### src/pir_pkg.sv
// Constants, field layout and frame figures for the identifier and
// advertisement register block of the 10/100 transceiver.
// Assumes a clause-22 style serial management frame on the MAC side.
package pir_pkg;

  // ----------------------------------------------------------------
  // Register numbers on the management interface
  // ----------------------------------------------------------------
  localparam logic [4:0] PIR_REG_ID_HIGH = 5'h02;
  localparam logic [4:0] PIR_REG_ID_LOW  = 5'h03;
  localparam logic [4:0] PIR_REG_ADVERT  = 5'h04;

  // ----------------------------------------------------------------
  // Advertisement register field positions
  // ----------------------------------------------------------------
  localparam int PIR_ADV_NEXT_PAGE_BIT = 15;
  localparam int PIR_ADV_ACK_BIT       = 14;
  localparam int PIR_ADV_RF_BIT        = 13;
  localparam int PIR_ADV_RSV_MSB       = 12;
  localparam int PIR_ADV_RSV_LSB       = 11;
  localparam int PIR_ADV_FC_BIT        = 10;
  localparam int PIR_ADV_T4_BIT        = 9;
  localparam int PIR_ADV_ABIL_MSB      = 8;
  localparam int PIR_ADV_ABIL_LSB      = 5;
  localparam int PIR_ADV_SEL_MSB       = 4;
  localparam int PIR_ADV_SEL_LSB       = 0;

  // ----------------------------------------------------------------
  // Advertisement reset values
  // ----------------------------------------------------------------
  localparam logic       PIR_RF_RST   = 1'h0;
  localparam logic [1:0] PIR_RSV_RST  = 2'h0;
  localparam logic       PIR_FC_RST   = 1'h0;
  localparam logic [3:0] PIR_ABIL_RST = 4'hf;
  localparam logic [4:0] PIR_SEL_RST  = 5'h01;

  // ----------------------------------------------------------------
  // Identifier layout (org code bits numbered 1..24)
  // ----------------------------------------------------------------
  localparam int PIR_ORG_HIGH_FIRST = 3;
  localparam int PIR_ORG_LOW_FIRST  = 19;
  localparam int PIR_ORG_LOW_BITS   = 6;
  localparam int PIR_MODEL_LSB      = 4;
  localparam int PIR_REV_LSB        = 0;
  // Identity defaults: arbitrary values, not any real part
  localparam logic [23:0] PIR_ORG_CODE_DEF  = 24'h5a3c81;
  localparam logic [5:0]  PIR_MODEL_NUM_DEF = 6'h15;
  localparam logic [3:0]  PIR_MODEL_REV_DEF = 4'h3;
  localparam logic [4:0]  PIR_PHY_ADDR_DEF  = 5'h01;

  // ----------------------------------------------------------------
  // Management frame figures
  // ----------------------------------------------------------------
  localparam logic [5:0] PIR_PRE_ONES  = 6'h20;
  localparam logic [5:0] PIR_HDR_LAST  = 6'h0b;
  localparam logic [5:0] PIR_TA_LAST   = 6'h01;
  localparam logic [5:0] PIR_DATA_LAST = 6'h0f;
  localparam logic [5:0] PIR_DATA_END  = 6'h10;
  localparam logic [1:0] PIR_OP_READ   = 2'h2;
  localparam logic [1:0] PIR_OP_WRITE  = 2'h1;

  typedef enum logic [2:0] {
    ST_PRE, ST_START, ST_HDR, ST_TA_RD, ST_TA_WR, ST_RD, ST_WR
  } pir_state_t;

endpackage : pir_pkg

### src/pir_phy_id_advert.sv
// Identifier and auto-negotiation advertisement registers, reached by
// serial management frames on MDC/MDIO.
// Assumes MDC is slow against SYS_CLK_IN and the negotiation engine sits
// on the same clock.
// Contract
// - Two identifier registers form one identifier
// - First register holds org bits 3..18
// - Org code bits 1 and 2 omitted
// - Second register bits 15..10 hold org 19..24
// - Model number in bits 9..4
// - Revision number in bits 3..0
// - Advertisement word feeds the negotiation engine
// - Next page bit reads 0, unwritable
// - Acknowledge bit driven by negotiation engine
// - Bit 13 writable remote fault, reset 0
// - Bit 10 writable flow control, reset 0
// - Four-pair ability bit reads 0, unwritable
// - Bits 8..5 writable abilities, reset 1
// - Selector bits 4..0 writable, reset 00001
// - Access via serial management frames only
`timescale 1ns/1ps
`default_nettype none
module pir_phy_id_advert
  import pir_pkg::*;
#(
  parameter logic [23:0] ORG_CODE  = PIR_ORG_CODE_DEF,
  parameter logic [5:0]  MODEL_NUM = PIR_MODEL_NUM_DEF,
  parameter logic [3:0]  MODEL_REV = PIR_MODEL_REV_DEF,
  parameter logic [4:0]  PHY_ADDR  = PIR_PHY_ADDR_DEF
) (
  // Clock and resets
  input  wire logic        SYS_CLK_IN,
  input  wire logic        RSTN_IN,
  input  wire logic        PHY_SOFT_RST_IN,
  // Management pins
  input  wire logic        MDC_IN,
  input  wire logic        MDIO_IN,
  output logic             MDIO_OUT,
  output logic             MDIO_OE_OUT,
  // Negotiation engine side
  input  wire logic        AN_ACK_IN,
  output logic [15:0]      ADV_WORD_OUT
);

  // ----------------------------------------------------------------
  // Identifier words, fixed at build time
  // ----------------------------------------------------------------
  // Org code vector index i carries org bit i+1
  function automatic logic [15:0] id_high_f(input logic [23:0] org);
    logic [15:0] r;
    r = 16'h0000;
    for (int k = 0; k < 16; k++) begin
      r[15-k] = org[PIR_ORG_HIGH_FIRST-1+k];
    end
    return r;
  endfunction : id_high_f

  function automatic logic [15:0] id_low_f(input logic [23:0] org,
                                           input logic [5:0]  mdl,
                                           input logic [3:0]  rev);
    logic [15:0] r;
    r = 16'h0000;
    for (int k = 0; k < PIR_ORG_LOW_BITS; k++) begin
      r[15-k] = org[PIR_ORG_LOW_FIRST-1+k];
    end
    r[PIR_MODEL_LSB +: 6] = mdl;
    r[PIR_REV_LSB +: 4]   = rev;
    return r;
  endfunction : id_low_f

  // Both words read through one path so they form one identifier
  logic [15:0] id_high_w;
  logic [15:0] id_low_w;
  assign id_high_w = id_high_f(ORG_CODE);
  assign id_low_w  = id_low_f(ORG_CODE, MODEL_NUM, MODEL_REV);

  // Advertisement word, shared by the read path and the engine output
  function automatic logic [15:0] adv_word_f(input logic       ack,
                                             input logic       rf,
                                             input logic [1:0] rsv,
                                             input logic       fc,
                                             input logic [3:0] abil,
                                             input logic [4:0] sel);
    logic [15:0] r;
    r = 16'h0000;
    r[PIR_ADV_NEXT_PAGE_BIT] = 1'h0;
    r[PIR_ADV_ACK_BIT] = ack;
    r[PIR_ADV_RF_BIT]  = rf;
    r[PIR_ADV_RSV_MSB:PIR_ADV_RSV_LSB] = rsv;
    r[PIR_ADV_FC_BIT]  = fc;
    r[PIR_ADV_T4_BIT]  = 1'h0;
    r[PIR_ADV_ABIL_MSB:PIR_ADV_ABIL_LSB] = abil;
    r[PIR_ADV_SEL_MSB:PIR_ADV_SEL_LSB]   = sel;
    return r;
  endfunction : adv_word_f

  // ----------------------------------------------------------------
  // Pin synchronisers
  // ----------------------------------------------------------------
  logic mdc_lvl;
  logic mdio_lvl;

  pir_pin_sync #(.RST_VAL(1'h0)) u_mdc_sync (
    .clk_in    (SYS_CLK_IN),
    .rstn_in   (RSTN_IN),
    .pin_in    (MDC_IN),
    .level_out (mdc_lvl)
  );

  // MDIO idles high on its pull-up, so start there
  pir_pin_sync #(.RST_VAL(1'h1)) u_mdio_sync (
    .clk_in    (SYS_CLK_IN),
    .rstn_in   (RSTN_IN),
    .pin_in    (MDIO_IN),
    .level_out (mdio_lvl)
  );

  // ----------------------------------------------------------------
  // State
  // ----------------------------------------------------------------
  pir_state_t  st_q, st_d;
  logic [5:0]  cnt_q, cnt_d;
  logic [11:0] hdr_q, hdr_d;
  logic [15:0] data_q, data_d;
  logic        mdc_prev_q, mdio_o_q, mdio_o_d, oe_q, oe_d;
  logic        rf_q, rf_d, fc_q, fc_d;
  logic [1:0]  rsv_q, rsv_d;
  logic [3:0]  abil_q, abil_d;
  logic [4:0]  sel_q, sel_d;
  logic [15:0] adv_q, adv_d;
  logic        mdc_rise;
  logic [11:0] hdr_full;
  logic [15:0] wr_word;

  // MDIO is sampled on the filtered rising edge of MDC
  assign mdc_rise = mdc_lvl & ~mdc_prev_q;
  assign hdr_full = {hdr_q[10:0], mdio_lvl};
  assign wr_word  = {data_q[14:0], mdio_lvl};

  // ----------------------------------------------------------------
  // Frame engine and register next values
  // ----------------------------------------------------------------
  always_comb begin
    st_d     = st_q;
    cnt_d    = cnt_q;
    hdr_d    = hdr_q;
    data_d   = data_q;
    mdio_o_d = mdio_o_q;
    oe_d     = oe_q;
    rf_d     = rf_q;
    rsv_d    = rsv_q;
    fc_d     = fc_q;
    abil_d   = abil_q;
    sel_d    = sel_q;
    if (mdc_rise) begin
      case (st_q)
        ST_PRE: begin
          if (mdio_lvl) begin
            cnt_d = (cnt_q == PIR_PRE_ONES) ? cnt_q : cnt_q + 6'h01;
          end else if (cnt_q == PIR_PRE_ONES) begin
            st_d  = ST_START;
            cnt_d = 6'h00;
          end else begin
            cnt_d = 6'h00;
          end
        end
        ST_START: begin
          st_d  = mdio_lvl ? ST_HDR : ST_PRE;
          cnt_d = 6'h00;
        end
        ST_HDR: begin
          hdr_d = hdr_full;
          cnt_d = cnt_q + 6'h01;
          if (cnt_q == PIR_HDR_LAST) begin
            cnt_d = 6'h00;
            st_d  = ST_PRE;
            // Other addresses are left for the rest of the bank to answer
            if (hdr_full[9:5] == PHY_ADDR) begin
              if (hdr_full[11:10] == PIR_OP_READ) begin
                if (hdr_full[4:0] == PIR_REG_ID_HIGH) begin
                  st_d   = ST_TA_RD;
                  data_d = id_high_w;
                end else if (hdr_full[4:0] == PIR_REG_ID_LOW) begin
                  st_d   = ST_TA_RD;
                  data_d = id_low_w;
                end else if (hdr_full[4:0] == PIR_REG_ADVERT) begin
                  st_d   = ST_TA_RD;
                  data_d = adv_q;
                end
              end else if (hdr_full[11:10] == PIR_OP_WRITE) begin
                st_d = ST_TA_WR;
              end
            end
          end
        end
        ST_TA_RD: begin
          // Second turnaround bit: take the line, drive zero
          oe_d     = 1'h1;
          mdio_o_d = 1'h0;
          st_d     = ST_RD;
          cnt_d    = 6'h00;
        end
        ST_RD: begin
          mdio_o_d = data_q[15];
          data_d   = {data_q[14:0], 1'h0};
          cnt_d    = cnt_q + 6'h01;
          if (cnt_q == PIR_DATA_END) begin
            oe_d     = 1'h0;
            mdio_o_d = 1'h0;
            st_d     = ST_PRE;
            cnt_d    = 6'h00;
          end
        end
        ST_TA_WR: begin
          cnt_d = cnt_q + 6'h01;
          if (cnt_q == PIR_TA_LAST) begin
            st_d  = ST_WR;
            cnt_d = 6'h00;
          end
        end
        ST_WR: begin
          data_d = wr_word;
          cnt_d  = cnt_q + 6'h01;
          if (cnt_q == PIR_DATA_LAST) begin
            st_d  = ST_PRE;
            cnt_d = 6'h00;
            // Identifiers ignore writes; bits 15, 14, 9 are not stored
            if (hdr_q[4:0] == PIR_REG_ADVERT) begin
              rf_d   = wr_word[PIR_ADV_RF_BIT];
              rsv_d  = wr_word[PIR_ADV_RSV_MSB:PIR_ADV_RSV_LSB];
              fc_d   = wr_word[PIR_ADV_FC_BIT];
              abil_d = wr_word[PIR_ADV_ABIL_MSB:PIR_ADV_ABIL_LSB];
              sel_d  = wr_word[PIR_ADV_SEL_MSB:PIR_ADV_SEL_LSB];
            end
          end
        end
        default: begin
          st_d  = ST_PRE;
          cnt_d = 6'h00;
        end
      endcase
    end
    // Transceiver reset wins over a write landing in the same cycle
    if (PHY_SOFT_RST_IN) begin
      rf_d   = PIR_RF_RST;
      rsv_d  = PIR_RSV_RST;
      fc_d   = PIR_FC_RST;
      abil_d = PIR_ABIL_RST;
      sel_d  = PIR_SEL_RST;
    end
    adv_d = adv_word_f(AN_ACK_IN, rf_d, rsv_d, fc_d, abil_d, sel_d);
  end

  // Registers only; chip reset restores every field default but clears the advertised word to zero
  always_ff @(posedge SYS_CLK_IN) begin
    if (!RSTN_IN) begin
      st_q       <= ST_PRE;
      cnt_q      <= 6'h00;
      hdr_q      <= 12'h000;
      data_q     <= 16'h0000;
      mdc_prev_q <= 1'h0;
      mdio_o_q   <= 1'h0;
      oe_q       <= 1'h0;
      rf_q       <= PIR_RF_RST;
      rsv_q      <= PIR_RSV_RST;
      fc_q       <= PIR_FC_RST;
      abil_q     <= PIR_ABIL_RST;
      sel_q      <= PIR_SEL_RST;
      adv_q      <= 16'h0000;
    end else begin
      st_q       <= st_d;
      cnt_q      <= cnt_d;
      hdr_q      <= hdr_d;
      data_q     <= data_d;
      mdc_prev_q <= mdc_lvl;
      mdio_o_q   <= mdio_o_d;
      oe_q       <= oe_d;
      rf_q       <= rf_d;
      rsv_q      <= rsv_d;
      fc_q       <= fc_d;
      abil_q     <= abil_d;
      sel_q      <= sel_d;
      adv_q      <= adv_d;
    end
  end

  // ----------------------------------------------------------------
  // Outputs
  // ----------------------------------------------------------------
  assign MDIO_OUT     = mdio_o_q;
  assign MDIO_OE_OUT  = oe_q;
  assign ADV_WORD_OUT = adv_q;

endmodule : pir_phy_id_advert
`default_nettype wire

### src/pir_pin_sync.sv
// Three-stage synchroniser with agreement filter for one pin.
// Assumes the pin is slow against the system clock (several cycles a level).
`timescale 1ns/1ps
`default_nettype none
module pir_pin_sync #(
  parameter logic RST_VAL = 1'h0
) (
  // Clock and reset
  input  wire logic clk_in,
  input  wire logic rstn_in,
  // Pin and filtered level
  input  wire logic pin_in,
  output logic      level_out
);

  logic s1_q, s2_q, s3_q, lvl_q;
  logic lvl_d;

  // --------------------------------------------------------------
  // Filter: follow only when stages two and three agree
  // --------------------------------------------------------------
  always_comb begin
    lvl_d = (s2_q == s3_q) ? s3_q : lvl_q;
  end

  // First stage feeds only the second, to keep metastability contained
  always_ff @(posedge clk_in) begin
    if (!rstn_in) begin
      s1_q  <= RST_VAL;
      s2_q  <= RST_VAL;
      s3_q  <= RST_VAL;
      lvl_q <= RST_VAL;
    end else begin
      s1_q  <= pin_in;
      s2_q  <= s1_q;
      s3_q  <= s2_q;
      lvl_q <= lvl_d;
    end
  end

  assign level_out = lvl_q;

endmodule : pir_pin_sync
`default_nettype wire

### config.mk
export PLATFORM = sky130hd
export DESIGN_NAME = pir_phy_id_advert
export DESIGN_NICKNAME = d
export VERILOG_FILES = /design/src/pir_pkg.sv /design/src/pir_phy_id_advert.sv /design/src/pir_pin_sync.sv
export SDC_FILE = /design/constraint.sdc
export NUM_CORES = 1
export LEC_CHECK = 0
export BUFFER_PORTS_ARGS = -buffer_cell sky130_fd_sc_hd__buf_4
export CAP_MARGIN = 20
export CORE_ASPECT_RATIO = 0.75
export CORE_MARGIN = 3
export CORE_UTILIZATION = 45
export DETAILED_ROUTE_END_ITERATION = 8
export PLACE_DENSITY = 0.64
export SLEW_MARGIN = 40
export SYNTH_ARGS = -nofsm -noshare
export SYNTH_HDL_FRONTEND = slang
export SYNTH_HIERARCHICAL = 1
export SYNTH_SLANG_ARGS = --single-unit
### constraint.sdc
create_clock -name SYS_CLK_IN -period 3.3 [get_ports SYS_CLK_IN]
set_input_delay 0.165 -clock SYS_CLK_IN [delete_from_list [all_inputs] [get_ports SYS_CLK_IN]]
set_output_delay 0.165 -clock SYS_CLK_IN [all_outputs]
set_load 0.005 [all_outputs]
Word-level counts from Yosys, hierarchy flattened

Cells that the tools add are included.

Output and inout bits: 18
ROM bits: 0
Latch bits: 0
Register bits after elaboration: 76
Input bits: 6
Logic and storage cells: 121
Bits in writable memories: 0
Memories: 0

Multiply operators: 0
$add $sub $neg: 1
Reduce and logical (&&, ||, !) cells: 9
Divide/modulo/power cells: 0
Equal/unequal tests: 30
$lt $le $gt $ge: 0
Mux-type cells: 57
Shift-type cells: 0
Bitwise operators: 2

Operator list:

| operator                                                               | count |
|---|---|
| 16-bit 2-to-1 mux                                                      | 6 |
| 16-bit one-hot mux with 3 select lines                                 | 1 |
| 6-bit 2-to-1 mux                                                       | 6 |
| 6-bit one-hot mux with 5 select lines                                  | 1 |
| 3-bit 2-to-1 mux                                                       | 9 |
| 5-bit 2-to-1 mux                                                       | 5 |
| 3-bit one-hot mux with 7 select lines                                  | 1 |
| 4-bit 2-to-1 mux                                                       | 5 |
| 2-bit 2-to-1 mux                                                       | 9 |
| 2-bit inequality test (second input constant)                          | 8 |
| 6-bit by 4-bit equality test with 1-bit output (second input constant) | 2 |
| 1-bit 2-to-1 mux                                                       | 12 |
| 5-bit by 2-bit equality test with 1-bit output (second input constant) | 2 |
| 5-bit by 3-bit equality test with 1-bit output (second input constant) | 2 |
| 3-bit equality test (second input constant)                            | 3 |
| 7-bit AND reduction                                                    | 1 |
| 6-bit by 1-bit adder with 6-bit output (second input constant)         | 1 |
| 3-bit by 2-bit equality test with 1-bit output (second input constant) | 2 |
| 6-bit by 1-bit equality test with 1-bit output (second input constant) | 1 |
| 6-bit by 5-bit equality test with 1-bit output (second input constant) | 1 |
| 6-bit equality test (second input constant)                            | 1 |
| 2-bit AND reduction                                                    | 3 |
| 6-bit AND reduction                                                    | 1 |
| 5-bit by 1-bit equality test with 1-bit output (second input constant) | 1 |
| other kinds (13)                                                       | 15 |

Depth between registers and ports, before layout

Gate-level depths: netlist (run 1).

Word-level depth: 8
Mapped depth: 7
Gate-level depth less buffers: 7

Cells and area by module

The synthesis (run 1) kept the hierarchy.

Modules (own cells, without submodules):

| module                      | cells each | sequential area each (µm²) | instances | area each (µm²) |
|---|---|---|---|---|
| pir_phy_id_advert           | 344        | 1161.1                     | 1         | 2892.8 |
| pir_pin_sync at u_mdc_sync  | 10         | 80.1                       | 1         | 116.4 |
| pir_pin_sync at u_mdio_sync | 10         | 80.1                       | 1         | 112.6 |

Least setup slack after synthesis (run 1)

No wires, ideal clock.

Kind: flip-flop to flip-flop
Start: reg st_q[1]
End: reg abil_q[3]
Arrival time: 2.080 ns
Path buffers: 1
Data required time: 3.177 ns
Library setup time: 0.123 ns
Stages on the path, launching flop included: 7
Path slack: 1.096 ns
Clock period less this slack: 2.204 ns
Cell sequence: dfxtp_1 nand4bb_2 or4_4 nor4_4 buf_6 mux2_4 or2_2

Cells in the longest elaborated chain, start to end: 4

RTL lines:

| item                     | line                     | text |
|---|---|---|
| start: declaration       | pir_phy_id_advert.sv:121 | `pir_state_t st_q, st_d;` |
| start signal: assignment | pir_phy_id_advert.sv:271 | `st_q <= st_d;` |
| 3-bit equality test      | pir_phy_id_advert.sv:156 | `case (st_q)` |
| 4-bit 2-to-1 mux         | pir_phy_id_advert.sv:156 |  |
| 4-bit 2-to-1 mux         | pir_phy_id_advert.sv:155 | `if (mdc_rise) begin` |
| 4-bit 2-to-1 mux         | pir_phy_id_advert.sv:244 | `if (PHY_SOFT_RST_IN) begin` |
| end signal: assignment   | pir_phy_id_advert.sv:281 | `abil_q <= abil_d;` |
| end: declaration         | pir_phy_id_advert.sv:128 | `logic [3:0] abil_q, abil_d;` |

Every way passes these cells.
A chain may end at the register's enable or synchronous reset.

Worst setup path in the final report (run 1)

Start: reg st_q[1]
End: reg adv_q[0], in the netlist ADV_WORD_OUT[0]

Cells in the longest elaborated chain, start to end: 4

RTL lines:

| item                   | line                     | text |
|---|---|---|
| 3-bit equality test    | pir_phy_id_advert.sv:156 |  |
| 5-bit 2-to-1 mux       | pir_phy_id_advert.sv:156 |  |
| 5-bit 2-to-1 mux       | pir_phy_id_advert.sv:155 |  |
| 5-bit 2-to-1 mux       | pir_phy_id_advert.sv:244 |  |
| end signal: assignment | pir_phy_id_advert.sv:283 | `adv_q <= adv_d;` |
| end: declaration       | pir_phy_id_advert.sv:130 | `logic [15:0] adv_q, adv_d;` |

Every way passes these cells.

==> out/results.md, run 1 <==
| Stage | Parameter | Value |
|---|---|---|
| logic synthesis | Synth area leaders | sky130_fd_sc_hd__dfxtp_1 (42%), sky130_fd_sc_hd__mux2i_1 (4.8%), sky130_fd_sc_hd__nand2_1 (4.3%), sky130_fd_sc_hd__o21ai_0 (4.3%), sky130_fd_sc_hd__a21oi_1 (4.2%) |
| run | Max-Cap Viols | 0 |
| logic synthesis | Main synth FF type | sky130_fd_sc_hd__dfxtp_1 |
| floorplan | Overall die area | 7980 sq um |
| setup path | Critical Path Source | st_q[1]$_SDFFE_PN0P_ |
| final layout | Most common library cell in the layout ignoring fill and taps | sky130_fd_sc_hd__dfxtp_1 |
| routing | Total iterations of the first detailed-routing run | 5 |
| grt | Vias in the first global route | 2342 |
| setup path | CP startpoint kind | register |
| floorplan | Ports | 24 |
| sta | Part of the cycle the worst path needs | 74.2% |
| power and ir drop | Worst voltage drop across the vdd grid | 0.310 mV |
| power and ir drop | Relative contribution of the clock network to total power | 48.6% |
| sta | Maximum operating frequency | 408 MHz |
| logic synthesis | Post-synthesis area per instance | 8.58 sq um |
| place | Detailed Place HPWL | 4550 um |
| final layout | Number of nets in the layout | 379 |
| routing | Post-Route WL | 6990 um |
| sta | RSZ-0062 raised after global routing | no |
| setup path | Crit Reg-Reg Endpoint | ADV_WORD_OUT[0]$_SDFF_PN0_ |
| setup path | Cell count of the worst reg-to-reg path | 6 |
| sta | Skew final | 0.0167 ns |
| clock network | Bufs on Longest Clock Path | 2 |
| grt | Global-route wire length before repair | 11800 um |
| floorplan | Rows | 25 |
| power and ir drop | P_sw | 0.360 mW |
| final layout | Finished Core Util | 54.1% |
| power and ir drop | Overall Power | 1.69 mW |
| power and ir drop | Internal Pwr Total | 1.33 mW |
| setup path | Worst Setup End Kind | register |
| power and ir drop | Power per Cell Area | 480 nW/um^2 |
| setup path | Internal reg-to-reg setup slack | 0.85 ns |
| clock network | CTS tree | done |
| final layout | Synthesis-to-layout area growth | 12.7% |
| routing | Average wire length per cell after detail routing | 15.4 um |
| sta | Max-Slew Margin vs Limit | 48.8% |
| sta | Final Hold Vio Count | 0 |
| sta | Worst hold slack | 0.0310 ns |
| place | Post-placement cell area | 3270 sq um |
| grt | Initial antenna violation count | 0 |
| final layout | Proportion of layout cells with a drive suffix above 1 | 15.8% |
| place | RD Place Congestion | 0.875 |
| place | Buffers on Ports | 21 |
| sta | Number of setup violations in the final report | 0 |
| logic synthesis | Post-synthesis sequential area ratio | 42.3% |
| logic synthesis | Share of the synthesized area in the top cell type | 42.3% |
| final layout | Commonest non-fill, non-tap cells in the layout | sky130_fd_sc_hd__dfxtp_1 (66), sky130_fd_sc_hd__nand2_1 (36), sky130_fd_sc_hd__o21ai_0 (27), sky130_fd_sc_hd__buf_4 (27), sky130_fd_sc_hd__a21oi_1 (26) |
| sta | Setup total negative slack | 0 ns |
| logic synthesis | Cell area after synthesis | 3120 sq um |
| final layout | Fin area | 3520 sq um |
| routing | Via count of the routed design | 2589 |
| logic synthesis | Synth Warn # | 6 |
| logic synthesis | Seq cells post-synth | 66 |
| logic synthesis | Async set-reset flop share out of synthesis | 0% |
| clock network | Post-CTS setup buffers | 0 |
| clock network | CTS clock-pin slew for the worst setup and hold paths | 0.08 ns |
| routing | Number of DRC markers in iteration 0 | 207 |
| routing | DRC viols | 0 |
| clock network | CTS root buffer | sky130_fd_sc_hd__clkbuf_8 |
| clock network | Clock buffer count from CTS | 9 |
| floorplan | Core box area | 6510 sq um |
| min path | Class of the tightest hold or removal check | input pin to register |
| place | Worst setup slack before clock tree synthesis | 0.863 ns |
| clock network | Number of hold buffers added after CTS | 1 |
| clock network | Clock latency reported for the late side of the worst-skew pair | 0.35 ns |
| sta | Transition time at the pin with the least slew margin | 0.759 ns |
| power and ir drop | Proportion of power drawn by combinational gates | 3.0% |
| power and ir drop | Portion of total power attributed to sequential cells | 48.3% |
| sta | Worst setup slack after layout | 0.850 ns |
| status | Result of the run | finished, final reports clean |
| setup path | Req. time, crit path | 3.50 ns |
| logic synthesis | Cell count after synthesis | 364 |
| floorplan | Die Span Y | 78.1 um |
| grt | All-Layer GR Usage | 18.7% |
| final layout | Total inserted antenna cells | 0 |
| setup path | R2R Path Start | st_q[1]$_SDFFE_PN0P_ |
| logic synthesis | Netlist cell types | 56 |
| routing | Routed Antenna Nets | 0 |
| logic synthesis | Number of enable-type register cells in the synthesized netlist | 0 |
| setup path | Max Fanout on Critical Path | 17 |
| floorplan | Starting density of the core | 48.0% |
| setup path | Endpoint of the worst setup timing path | ADV_WORD_OUT[0]$_SDFF_PN0_ |
| grt | Maximum number of pins on one net before global-route repair | 43 |
| clock network | Resized cells post-CTS | 0 |
| floorplan | Horiz. Die Dim | 102 um |
| final layout | Number of cells in the finished layout apart from fillers | 455 |
| setup path | Worst Setup Path Type | register to register |
| logic synthesis | Dominant cell type by area after synthesis | sky130_fd_sc_hd__dfxtp_1 |
| power and ir drop | Switching Share | 21.3% |
| clock network | Depth of the CTS H-tree | 3 |
| setup path | Worst endpoint data arrival time | 2.65 ns |
| clock network | # clock sinks | 66 |
| place | Placed insts | 439 |
| routing | Ratio of routed vias to standard cells | 5.69 |
| sta | Final-report max-slew violation count | 0 |
| sta | Period minus WS final | 2.45 ns |
| power and ir drop | Leakage dissipation | 1.28 nW |
| grt | Grt total ovfl | 0 |
## Yosys cell counts (2+ instances only)
| cell | number |
|---|---|
| sky130_fd_sc_hd__nand2b_1 | 14 |
| sky130_fd_sc_hd__buf_4 | 8 |
| sky130_fd_sc_hd__o21a_1 | 5 |
| sky130_fd_sc_hd__clkbuf_1 | 20 |
| sky130_fd_sc_hd__inv_1 | 8 |
| sky130_fd_sc_hd__nand3_1 | 9 |
| sky130_fd_sc_hd__ha_1 | 3 |
| sky130_fd_sc_hd__mux2i_1 | 15 |
| sky130_fd_sc_hd__o22ai_1 | 2 |
| sky130_fd_sc_hd__o2111ai_1 | 11 |
| sky130_fd_sc_hd__o21ai_1 | 3 |
| sky130_fd_sc_hd__and2_1 | 6 |
| sky130_fd_sc_hd__or4_1 | 2 |
| sky130_fd_sc_hd__buf_2 | 5 |
| sky130_fd_sc_hd__and3_1 | 2 |
| sky130_fd_sc_hd__dfxtp_1 | 66 |
| sky130_fd_sc_hd__o31ai_1 | 3 |
| sky130_fd_sc_hd__a211oi_1 | 4 |
| sky130_fd_sc_hd__o211ai_1 | 4 |
| sky130_fd_sc_hd__xnor2_1 | 2 |
| sky130_fd_sc_hd__or3_1 | 3 |
| sky130_fd_sc_hd__o21ai_0 | 27 |
| sky130_fd_sc_hd__a21oi_1 | 26 |
| sky130_fd_sc_hd__or2_2 | 5 |
| sky130_fd_sc_hd__nand2_1 | 36 |
| sky130_fd_sc_hd__nor2b_1 | 11 |
| sky130_fd_sc_hd__nor3_1 | 7 |
| sky130_fd_sc_hd__nor2_1 | 24 |
| sky130_fd_sc_hd__mux2_2 | 3 |
| sky130_fd_sc_hd__nor4b_1 | 3 |
| sky130_fd_sc_hd__nand4_1 | 2 |
## kinds of logic after synthesis
group                      count (synthesis)  synth area share, %
muxes                                     19                 6.37
AOI/OAI and AO/OA                         98                 20.0
xor gates and xnor gates                   2                0.561
DFF                                       66                 42.3
buffers and inverters                     42                 6.45
adders and majority gates                  3                 1.20
and+or+nand+nor                          133                 22.9
other                                      1                0.120
## metal layers
layer	track usage, %	up-vias	wire length [um]
met5	0	-	0
met4	3.93	0	36
li1	-	1297	-
met3	6.31	5	398
met2	25.3	73	3000
met1	28.2	1214	3560
## final cells by class
class                           count  area, sq um
Tap cell                           81          101
Clock buffer                        9          124
Timing Repair Buffer               28          213
Clock inverter                      6          115
Sequential cell                    66         1320
Fill cell                         613         2990
Inverter                            8         30.0
Multi-Input combinational cell    257         1610
## how the worst min path moves through the flow
stage | start | to | depth (start not counted)
2_1_floorplan | RSTN_IN | u_mdio_sync/s1_q$_SDFF_PN1_ | 1
3_5_place_dp | MDIO_IN | u_mdio_sync/s1_q$_SDFF_PN1_ | 2
6_report | AN_ACK_IN | ADV_WORD_OUT[14]$_SDFF_PN0_ | 2
5_1_grt | AN_ACK_IN | ADV_WORD_OUT[14]$_SDFF_PN0_ | 2
3_3_place_gp | MDIO_IN | u_mdio_sync/s1_q$_SDFF_PN1_ | 2
4_1_cts | MDC_IN | u_mdc_sync/s1_q$_SDFF_PN0_ | 2
## power by group through the flow
stage / combinational (mW) / clock [mW] / sequential, mW
after floorplan: 0.0383 / 0 / 0.827
after global placement: 0.0493 / 0 / 0.834
after detailed placement: 0.0501 / 0 / 0.834
after CTS: 0.0513 / 0.834 / 0.815
after global routing: 0.0578 / 0.878 / 0.817
final: 0.0510 / 0.821 / 0.816
## critical path: stages, from the launching register on
cell                        delay, ns
sky130_fd_sc_hd__dfxtp_1         0.64
sky130_fd_sc_hd__nand4bb_2       0.18
sky130_fd_sc_hd__or4_4           0.51
sky130_fd_sc_hd__nor4_4          0.32
sky130_fd_sc_hd__buf_4           0.30
sky130_fd_sc_hd__mux2i_1         0.26
sky130_fd_sc_hd__a21oi_1         0.09
## flip-flops by register name, summed over array words and instances (netlist names), 3 cells and up
register and flops:
cnt_q 6, ADV_WORD_OUT 10, hdr_q 11, data_q 16, st_q 3, sel_q 4
abil_q 4
Power figures use the tool's default switching activity.
==> run 2, diff against run 1 <==
Settings changed: PLACE_DENSITY 0.64 to 0.66.
Clock period 3.3 ns to 2.17 ns, I/O delays scaled along.
==> out/results.md, run 2 (same netlist as run 1, synthesis figures left out) <==
| Stage | Parameter | Value |
|---|---|---|
| place | Buffers on Ports | 21 |
| clock network | CTS clock-pin slew for the worst setup and hold paths | 0.07 ns |
| setup path | Internal reg-to-reg setup slack | 0.08 ns |
| setup path | CP startpoint kind | register |
| floorplan | Rows | 25 |
| setup path | Worst Setup End Kind | register |
| routing | Average wire length per cell after detail routing | 15.3 um |
| routing | Ratio of routed vias to standard cells | 5.59 |
| power and ir drop | Worst voltage drop across the vdd grid | 0.424 mV |
| clock network | CTS tree | done |
| sta | Period minus WS final | 2.09 ns |
| routing | Number of DRC markers in iteration 0 | 160 |
| setup path | Maximum cell stage delay along the critical path | 0.54 ns |
| floorplan | Ports | 24 |
| routing | Post-Route WL | 7350 um |
| grt | Vias in the first global route | 2544 |
| floorplan | Overall die area | 7980 sq um |
| setup path | Largest delay share family, worst path | simple AND/OR/NAND/NOR gates |
| clock network | Depth of the CTS H-tree | 3 |
| final layout | Synthesis-to-layout area growth | 18.4% |
| setup path | Sequence of cells on the critical path | inv_1 > ha_1 > nor2b_1 > a311o_1 > o2111ai_2 > or4_1 > and3_1 |
| floorplan | Starting density of the core | 48.0% |
| sta | Number of setup violations in the final report | 0 |
| sta | Part of the cycle the worst path needs | 96.3% |
| routing | Routed Antenna Nets | 0 |
| sta | Final-report max-slew violation count | 0 |
| sta | Skew final | 0.00615 ns |
| final layout | Flip-flop count of the largest register, all copies and words added | 16 |
| final layout | Largest register by flop count | data_q |
| floorplan | Core box area | 6510 sq um |
| sta | Final Hold Vio Count | 0 |
| grt | Initial antenna violation count | 0 |
| clock network | Clock latency reported for the late side of the worst-skew pair | 0.34 ns |
| final layout | Most common library cell in the layout ignoring fill and taps | sky130_fd_sc_hd__dfxtp_1 |
| place | RD Place Congestion | 0.838 |
| grt | Maximum number of pins on one net before global-route repair | 31 |
| status | Result of the run | finished, final reports clean |
| run | Max-Cap Viols | 0 |
| clock network | CTS root buffer | sky130_fd_sc_hd__clkbuf_8 |
| sta | Setup total negative slack | 0 ns |
| setup path | Max Fanout on Critical Path | 5 |
| routing | Total iterations of the first detailed-routing run | 5 |
| setup path | Worst endpoint data arrival time | 2.32 ns |
| grt | Grt total ovfl | 0 |
| final layout | Total inserted antenna cells | 0 |
| power and ir drop | Overall Power | 2.21 mW |
| place | Detailed Place HPWL | 4850 um |
| place | Post-placement cell area | 3450 sq um |
| min path | Class of the tightest hold or removal check | input pin to register |
| floorplan | Horiz. Die Dim | 102 um |
| setup path | Worst Setup Path Type | register to register |
| power and ir drop | Power per Cell Area | 598 nW/um^2 |
| clock network | # clock sinks | 66 |
| final layout | Number of nets in the layout | 403 |
| final layout | Fill cell count | 592 |
| sta | Maximum operating frequency | 479 MHz |
| routing | DRC viols | 0 |
| sta | RSZ-0062 raised after global routing | yes |
| power and ir drop | Leakage dissipation | 1.38 nW |
| clock network | Clock buffer count from CTS | 9 |
| setup path | Crit path buffers/inverters | 1 |
| routing | Via count of the routed design | 2682 |
| sta | Max-Slew Margin vs Limit | 51.2% |
| grt | Global-route wire length before repair | 12500 um |
| final layout | Commonest non-fill, non-tap cells in the layout | sky130_fd_sc_hd__dfxtp_1 (63), sky130_fd_sc_hd__buf_4 (46), sky130_fd_sc_hd__nand2_1 (36) |
| setup path | Req. time, crit path | 2.40 ns |
| sta | Transition time at the pin with the least slew margin | 0.732 ns |
| setup path | Slowest cell on crit path | sky130_fd_sc_hd__or4_1 |
| grt | All-Layer GR Usage | 19.7% |
| final layout | Proportion of layout cells with a drive suffix above 1 | 22.1% |
| final layout | Fin area | 3690 sq um |
| clock network | Bufs on Longest Clock Path | 2 |
| floorplan | Die Span Y | 78.1 um |
==> run 2: worst paths after layout <==
kind | startpoint | endpoint | cells after the start
worst max-delay path | cnt_q[0]$_SDFFE_PN0P_ | st_q[1]$_SDFFE_PN0P_ | 7
worst min-delay path | PHY_SOFT_RST_IN | ADV_WORD_OUT[7]$_SDFF_PN0_ | 2
worst max register to register | cnt_q[0]$_SDFFE_PN0P_ | st_q[1]$_SDFFE_PN0P_ | 7
worst min register to register | u_mdio_sync/s1_q$_SDFF_PN1_ | u_mdio_sync/s2_q$_SDFF_PN1_ | 1
==> run 2: routing by layer <==
layer / wire [um] / share of wire, % / GRT usage, % / up-vias
li1: - / - / - / 1345
met1: 3660 / 50 / 28.3 / 1279
met2: 3320 / 45 / 28.3 / 54
met3: 310 / 4.2 / 6.04 / 4
met4: 53 / 0.72 / 5.64 / 0
met5: 0 / 0 / 0 / -
==> run 2: power by group <==
group          leakage (nW)  switching [mW]  total [mW]  internal [mW]
logic                 0.756          0.0536      0.0972         0.0436
registers             0.537          0.0103        1.24           1.22
clock network        0.0831           0.467       0.878          0.411
total                  1.38           0.531        2.21           1.68
==> run 2: area by class of cell <==
type                       instances  area, sq um  area share, %
clock inverter                     5         31.3          0.847
clock buffer                      11          131           3.56
multi-input combinational        257         1650           44.6
tap                               81          101           2.74
sequential                        66         1330           35.9
inverter                           8         30.0          0.813
timing repair buffer              52          427           11.5
==> run 2: worst register-to-register path, delay by kind of cell (launching register included) <==
kind,cells,cell delay (ns)
adder cells (fa/ha/maj),1,0.17
flip-flops,1,0.36
AND/OR/NAND/NOR,3,0.92
buffers and inverters,1,0.10
AO/OA/AOI/OAI,2,0.44
==> run 2: repair_timing <==
| action | CTS | global route |
|---|---|---|
| setup endpoints to repair | 2 | 7 |
| endpoints found under the hold margin | 3 | 0 |
| pin swaps | 1 | 2 |
| setup buffers | 2 | 2 |
| hold buffers | 3 | 0 |
| gates resized for setup | 1 | 5 |
==> run 2: stage by stage <==
stage | hold WS [ns] | setup slack, ns | std cells | util (%)
after floorplan | 0.182 | 0.0375 | 365 | -
after global placement | 0.296 | 0.0417 | 457 | 53.0
after detailed placement | 0.296 | -0.0580 | 457 | 53.0
after CTS | 0.00576 | 0.0133 | 478 | 56.2
after global routing | 0.0125 | -0.0177 | 480 | 56.8
final | 0.0213 | 0.0810 | 480 | 56.8
==> run 3, diff against run 2 <==
Settings changed: SYNTH_HIERARCHICAL 1 to default.
==> out/results.md, run 3 <==
| Stage | Parameter | Value |
|---|---|---|
| sta | Number of setup violations in the final report | 0 |
| grt | Initial antenna violation count | 0 |
| grt | Vias in the first global route | 2316 |
| logic synthesis | Async set-reset flop share out of synthesis | 0% |
| grt | Global-route wire length before repair | 12000 um |
| final layout | Seq. cell area | 1320 sq um |
| routing | Via count of the routed design | 2560 |
| setup path | Req. time, crit path | 2.47 ns |
| logic synthesis | Main synth FF type | sky130_fd_sc_hd__dfxtp_1 |
| sta | Part of the cycle the worst path needs | 97.2% |
| clock network | CTS tree | done |
| sta | Period minus WS final | 2.11 ns |
| final layout | Proportion of layout cells with a drive suffix above 1 | 22.8% |
| routing | Average wire length per cell after detail routing | 15.6 um |
| logic synthesis | Synth area leaders | sky130_fd_sc_hd__dfxtp_1 (45%), sky130_fd_sc_hd__nand2_1 (7.0%), sky130_fd_sc_hd__a21oi_1 (5.2%), sky130_fd_sc_hd__mux2i_1 (5.1%), sky130_fd_sc_hd__nor2_1 (3.4%) |
| status | Result of the run | finished, final reports clean |
| logic synthesis | Netlist cell types | 57 |
| final layout | Total inserted antenna cells | 0 |
| final layout | Area of the multi-input gates | 1490 sq um |
| logic synthesis | Commonest cells in the netlist | sky130_fd_sc_hd__dfxtp_1 (66), sky130_fd_sc_hd__nand2_1 (55), sky130_fd_sc_hd__a21oi_1 (31) |
| setup path | Largest delay share family, worst path | simple AND/OR/NAND/NOR gates |
| logic synthesis | Seq cells post-synth | 66 |
| routing | Routed Antenna Nets | 0 |
| grt | Maximum number of pins on one net before global-route repair | 26 |
| setup path | Sequence of cells on the critical path | buf_4 > ha_1 > or4b_4 > nor2_4 > o311ai_4 > or4_1 > a21oi_1 |
| min path | WHS Path Cells | 3 |
| setup path | Maximum cell stage delay along the critical path | 0.54 ns |
| clock network | # clock sinks | 66 |
| floorplan | Starting density of the core | 48.6% |
| routing | Post-Route WL | 7310 um |
| grt | All-Layer GR Usage | 20.2% |
| sta | Final-report max-slew violation count | 0 |
| sta | Final Hold Vio Count | 0 |
| setup path | Worst Setup End Kind | register |
| logic synthesis | Cell area after synthesis | 2960 sq um |
| clock network | CTS root buffer | sky130_fd_sc_hd__clkbuf_8 |
| clock network | Depth of the CTS H-tree | 3 |
| floorplan | Horiz. Die Dim | 99.7 um |
| setup path | Stages on the worst setup path | 7 |
| routing | DRC viols | 0 |
| sta | Setup total negative slack | 0 ns |
| run | Max-Cap Viols | 0 |
| floorplan | Die Span Y | 76.3 um |
| final layout | Fill cell count | 565 |
| logic synthesis | Dominant cell by count in the synthesized netlist | sky130_fd_sc_hd__dfxtp_1 |
| setup path | Worst endpoint data arrival time | 2.40 ns |
| setup path | Crit path buffers/inverters | 1 |
| logic synthesis | Synth Warn # | 0 |
| final layout | Largest register by flop count | data_q |
| sta | Maximum operating frequency | 474 MHz |
| place | Detailed Place HPWL | 5260 um |
| routing | Number of DRC markers in iteration 0 | 129 |
| sta | Skew final | 0.0120 ns |
| final layout | Commonest non-fill, non-tap cells in the layout | sky130_fd_sc_hd__dfxtp_1 (65), sky130_fd_sc_hd__buf_4 (56), sky130_fd_sc_hd__nand2_1 (55) |
| setup path | Internal reg-to-reg setup slack | 0.06 ns |
| clock network | CTS clock-pin slew for the worst setup and hold paths | 0.08 ns |
| sta | Transition time at the pin with the least slew margin | 0.591 ns |
| min path | Class of the tightest hold or removal check | input pin to register |
| setup path | Max Fanout on Critical Path | 5 |
| clock network | Bufs on Longest Clock Path | 2 |
| floorplan | Rows | 24 |
| place | Worst setup slack before clock tree synthesis | 0.0236 ns |
| floorplan | Core box area | 6100 sq um |
| power and ir drop | Worst voltage drop across the vdd grid | 0.512 mV |
| final layout | Number of nets in the layout | 395 |
| final layout | Most common library cell in the layout ignoring fill and taps | sky130_fd_sc_hd__dfxtp_1 |
| floorplan | Ports | 24 |
| setup path | Cell count of the worst reg-to-reg path | 7 |
| routing | Total iterations of the first detailed-routing run | 4 |
| place | Buffers on Ports | 21 |
| logic synthesis | Share of the synthesized area in the top cell type | 44.6% |
| routing | Ratio of routed vias to standard cells | 5.46 |
| floorplan | Overall die area | 7610 sq um |
| grt | Grt total ovfl | 0 |
| logic synthesis | Post-synthesis area per instance | 8.72 sq um |
| setup path | Worst Setup Path Type | register to register |
| logic synthesis | Post-synthesis sequential area ratio | 44.6% |
| logic synthesis | Cell count after synthesis | 340 |
| place | RD Place Congestion | 0.865 |
| setup path | CP startpoint kind | register |
| clock network | Clock buffer count from CTS | 9 |
| sta | RSZ-0062 raised after global routing | no |
| sta | Max-Slew Margin vs Limit | 60.5% |
| power and ir drop | Power per Cell Area | 667 nW/um^2 |
| final layout | Synthesis-to-layout area growth | 21.9% |
| setup path | Slowest cell on crit path | sky130_fd_sc_hd__or4_1 |
| sta | Worst setup slack after layout | 0.0614 ns |
| logic synthesis | Number of enable-type register cells in the synthesized netlist | 0 |
| final layout | Flip-flop count of the largest register, all copies and words added | 16 |
| power and ir drop | Leakage dissipation | 1.46 nW |
| logic synthesis | Dominant cell type by area after synthesis | sky130_fd_sc_hd__dfxtp_1 |
| clock network | Clock latency reported for the late side of the worst-skew pair | 0.36 ns |
[run 3: tightest hold or removal path, delay by kind of cell]
| family | cells | cell delay (ns) |
|---|---|---|
| AND/OR/NAND/NOR | 1 | 0.10 |
| buffers and inverters | 2 | 0.32 |
[run 3: power breakdown]
| group | internal (mW) | switching, mW |
|---|---|---|
| logic | 0.0419 | 0.0527 |
| registers | 1.22 | 0.00748 |
| clock network | 0.573 | 0.512 |
| total | 1.84 | 0.572 |
[run 3: kinds of logic after synthesis]
family / Yosys count / share of synthesized area [%]
compound gates: 70 / 15.8
xor+xnor: 6 / 1.77
fa+ha+maj: 3 / 1.27
buf+inv: 34 / 5.61
flops: 66 / 44.6
mux: 16 / 5.45
other cells: 1 / 0.127
simple gates: 144 / 25.4
[run 3: what timing repair did]
item	4_1_cts	5_1_grt
hold buffers	4	0
endpoints found under the setup margin	2	6
pin swaps	0	4
buffers inserted	0	1
gates cloned	0	0
gates resized for setup	1	3
endpoints found under the hold margin	7	0
[run 3: layout make-up]
type,count,share of cell area (%)
flip-flops and latches,66,36.6
repair buffers,60,12.7
multi-input cells,241,41.2
clock buffers,10,3.81
clock inverters,6,2.01
well taps,78,2.70
inverters,8,0.901
[run 3: stage by stage]
step | util (%) | hold slack [ns] | instance area, sq um | total power [mW] | cells
2_1_floorplan | - | 0.210 | 2970 | 1.31 | 341
3_3_place_gp | 54.9 | 0.296 | 3350 | 1.34 | 449
3_5_place_dp | 55.0 | 0.301 | 3350 | 1.35 | 449
4_1_cts | 59.2 | 0.189 | 3610 | 2.43 | 469
5_1_grt | 59.3 | 0.205 | 3610 | 2.50 | 469
6_report | 59.3 | 0.212 | 3610 | 2.41 | 469
[run 3: worst paths after layout]
path / startpoint / end
max: cnt_q[0]$_SDFFE_PN0P_ / st_q[0]$_SDFFE_PN0P_
min: RSTN_IN / u_mdio_sync.s2_q$_SDFF_PN1_
max reg2reg: cnt_q[0]$_SDFFE_PN0P_ / st_q[0]$_SDFFE_PN0P_
min reg2reg: u_mdio_sync.s1_q$_SDFF_PN1_ / u_mdio_sync.s2_q$_SDFF_PN1_
[run 3: per-layer routing]
metal / routed length (um) / GRT usage [%] / vias to the layer above
met5: 0 / 0 / -
met4: 109 / 6.96 / 0
met3: 461 / 6.40 / 13
met2: 3110 / 27.5 / 62
met1: 3620 / 29.5 / 1201
li1: - / - / 1284
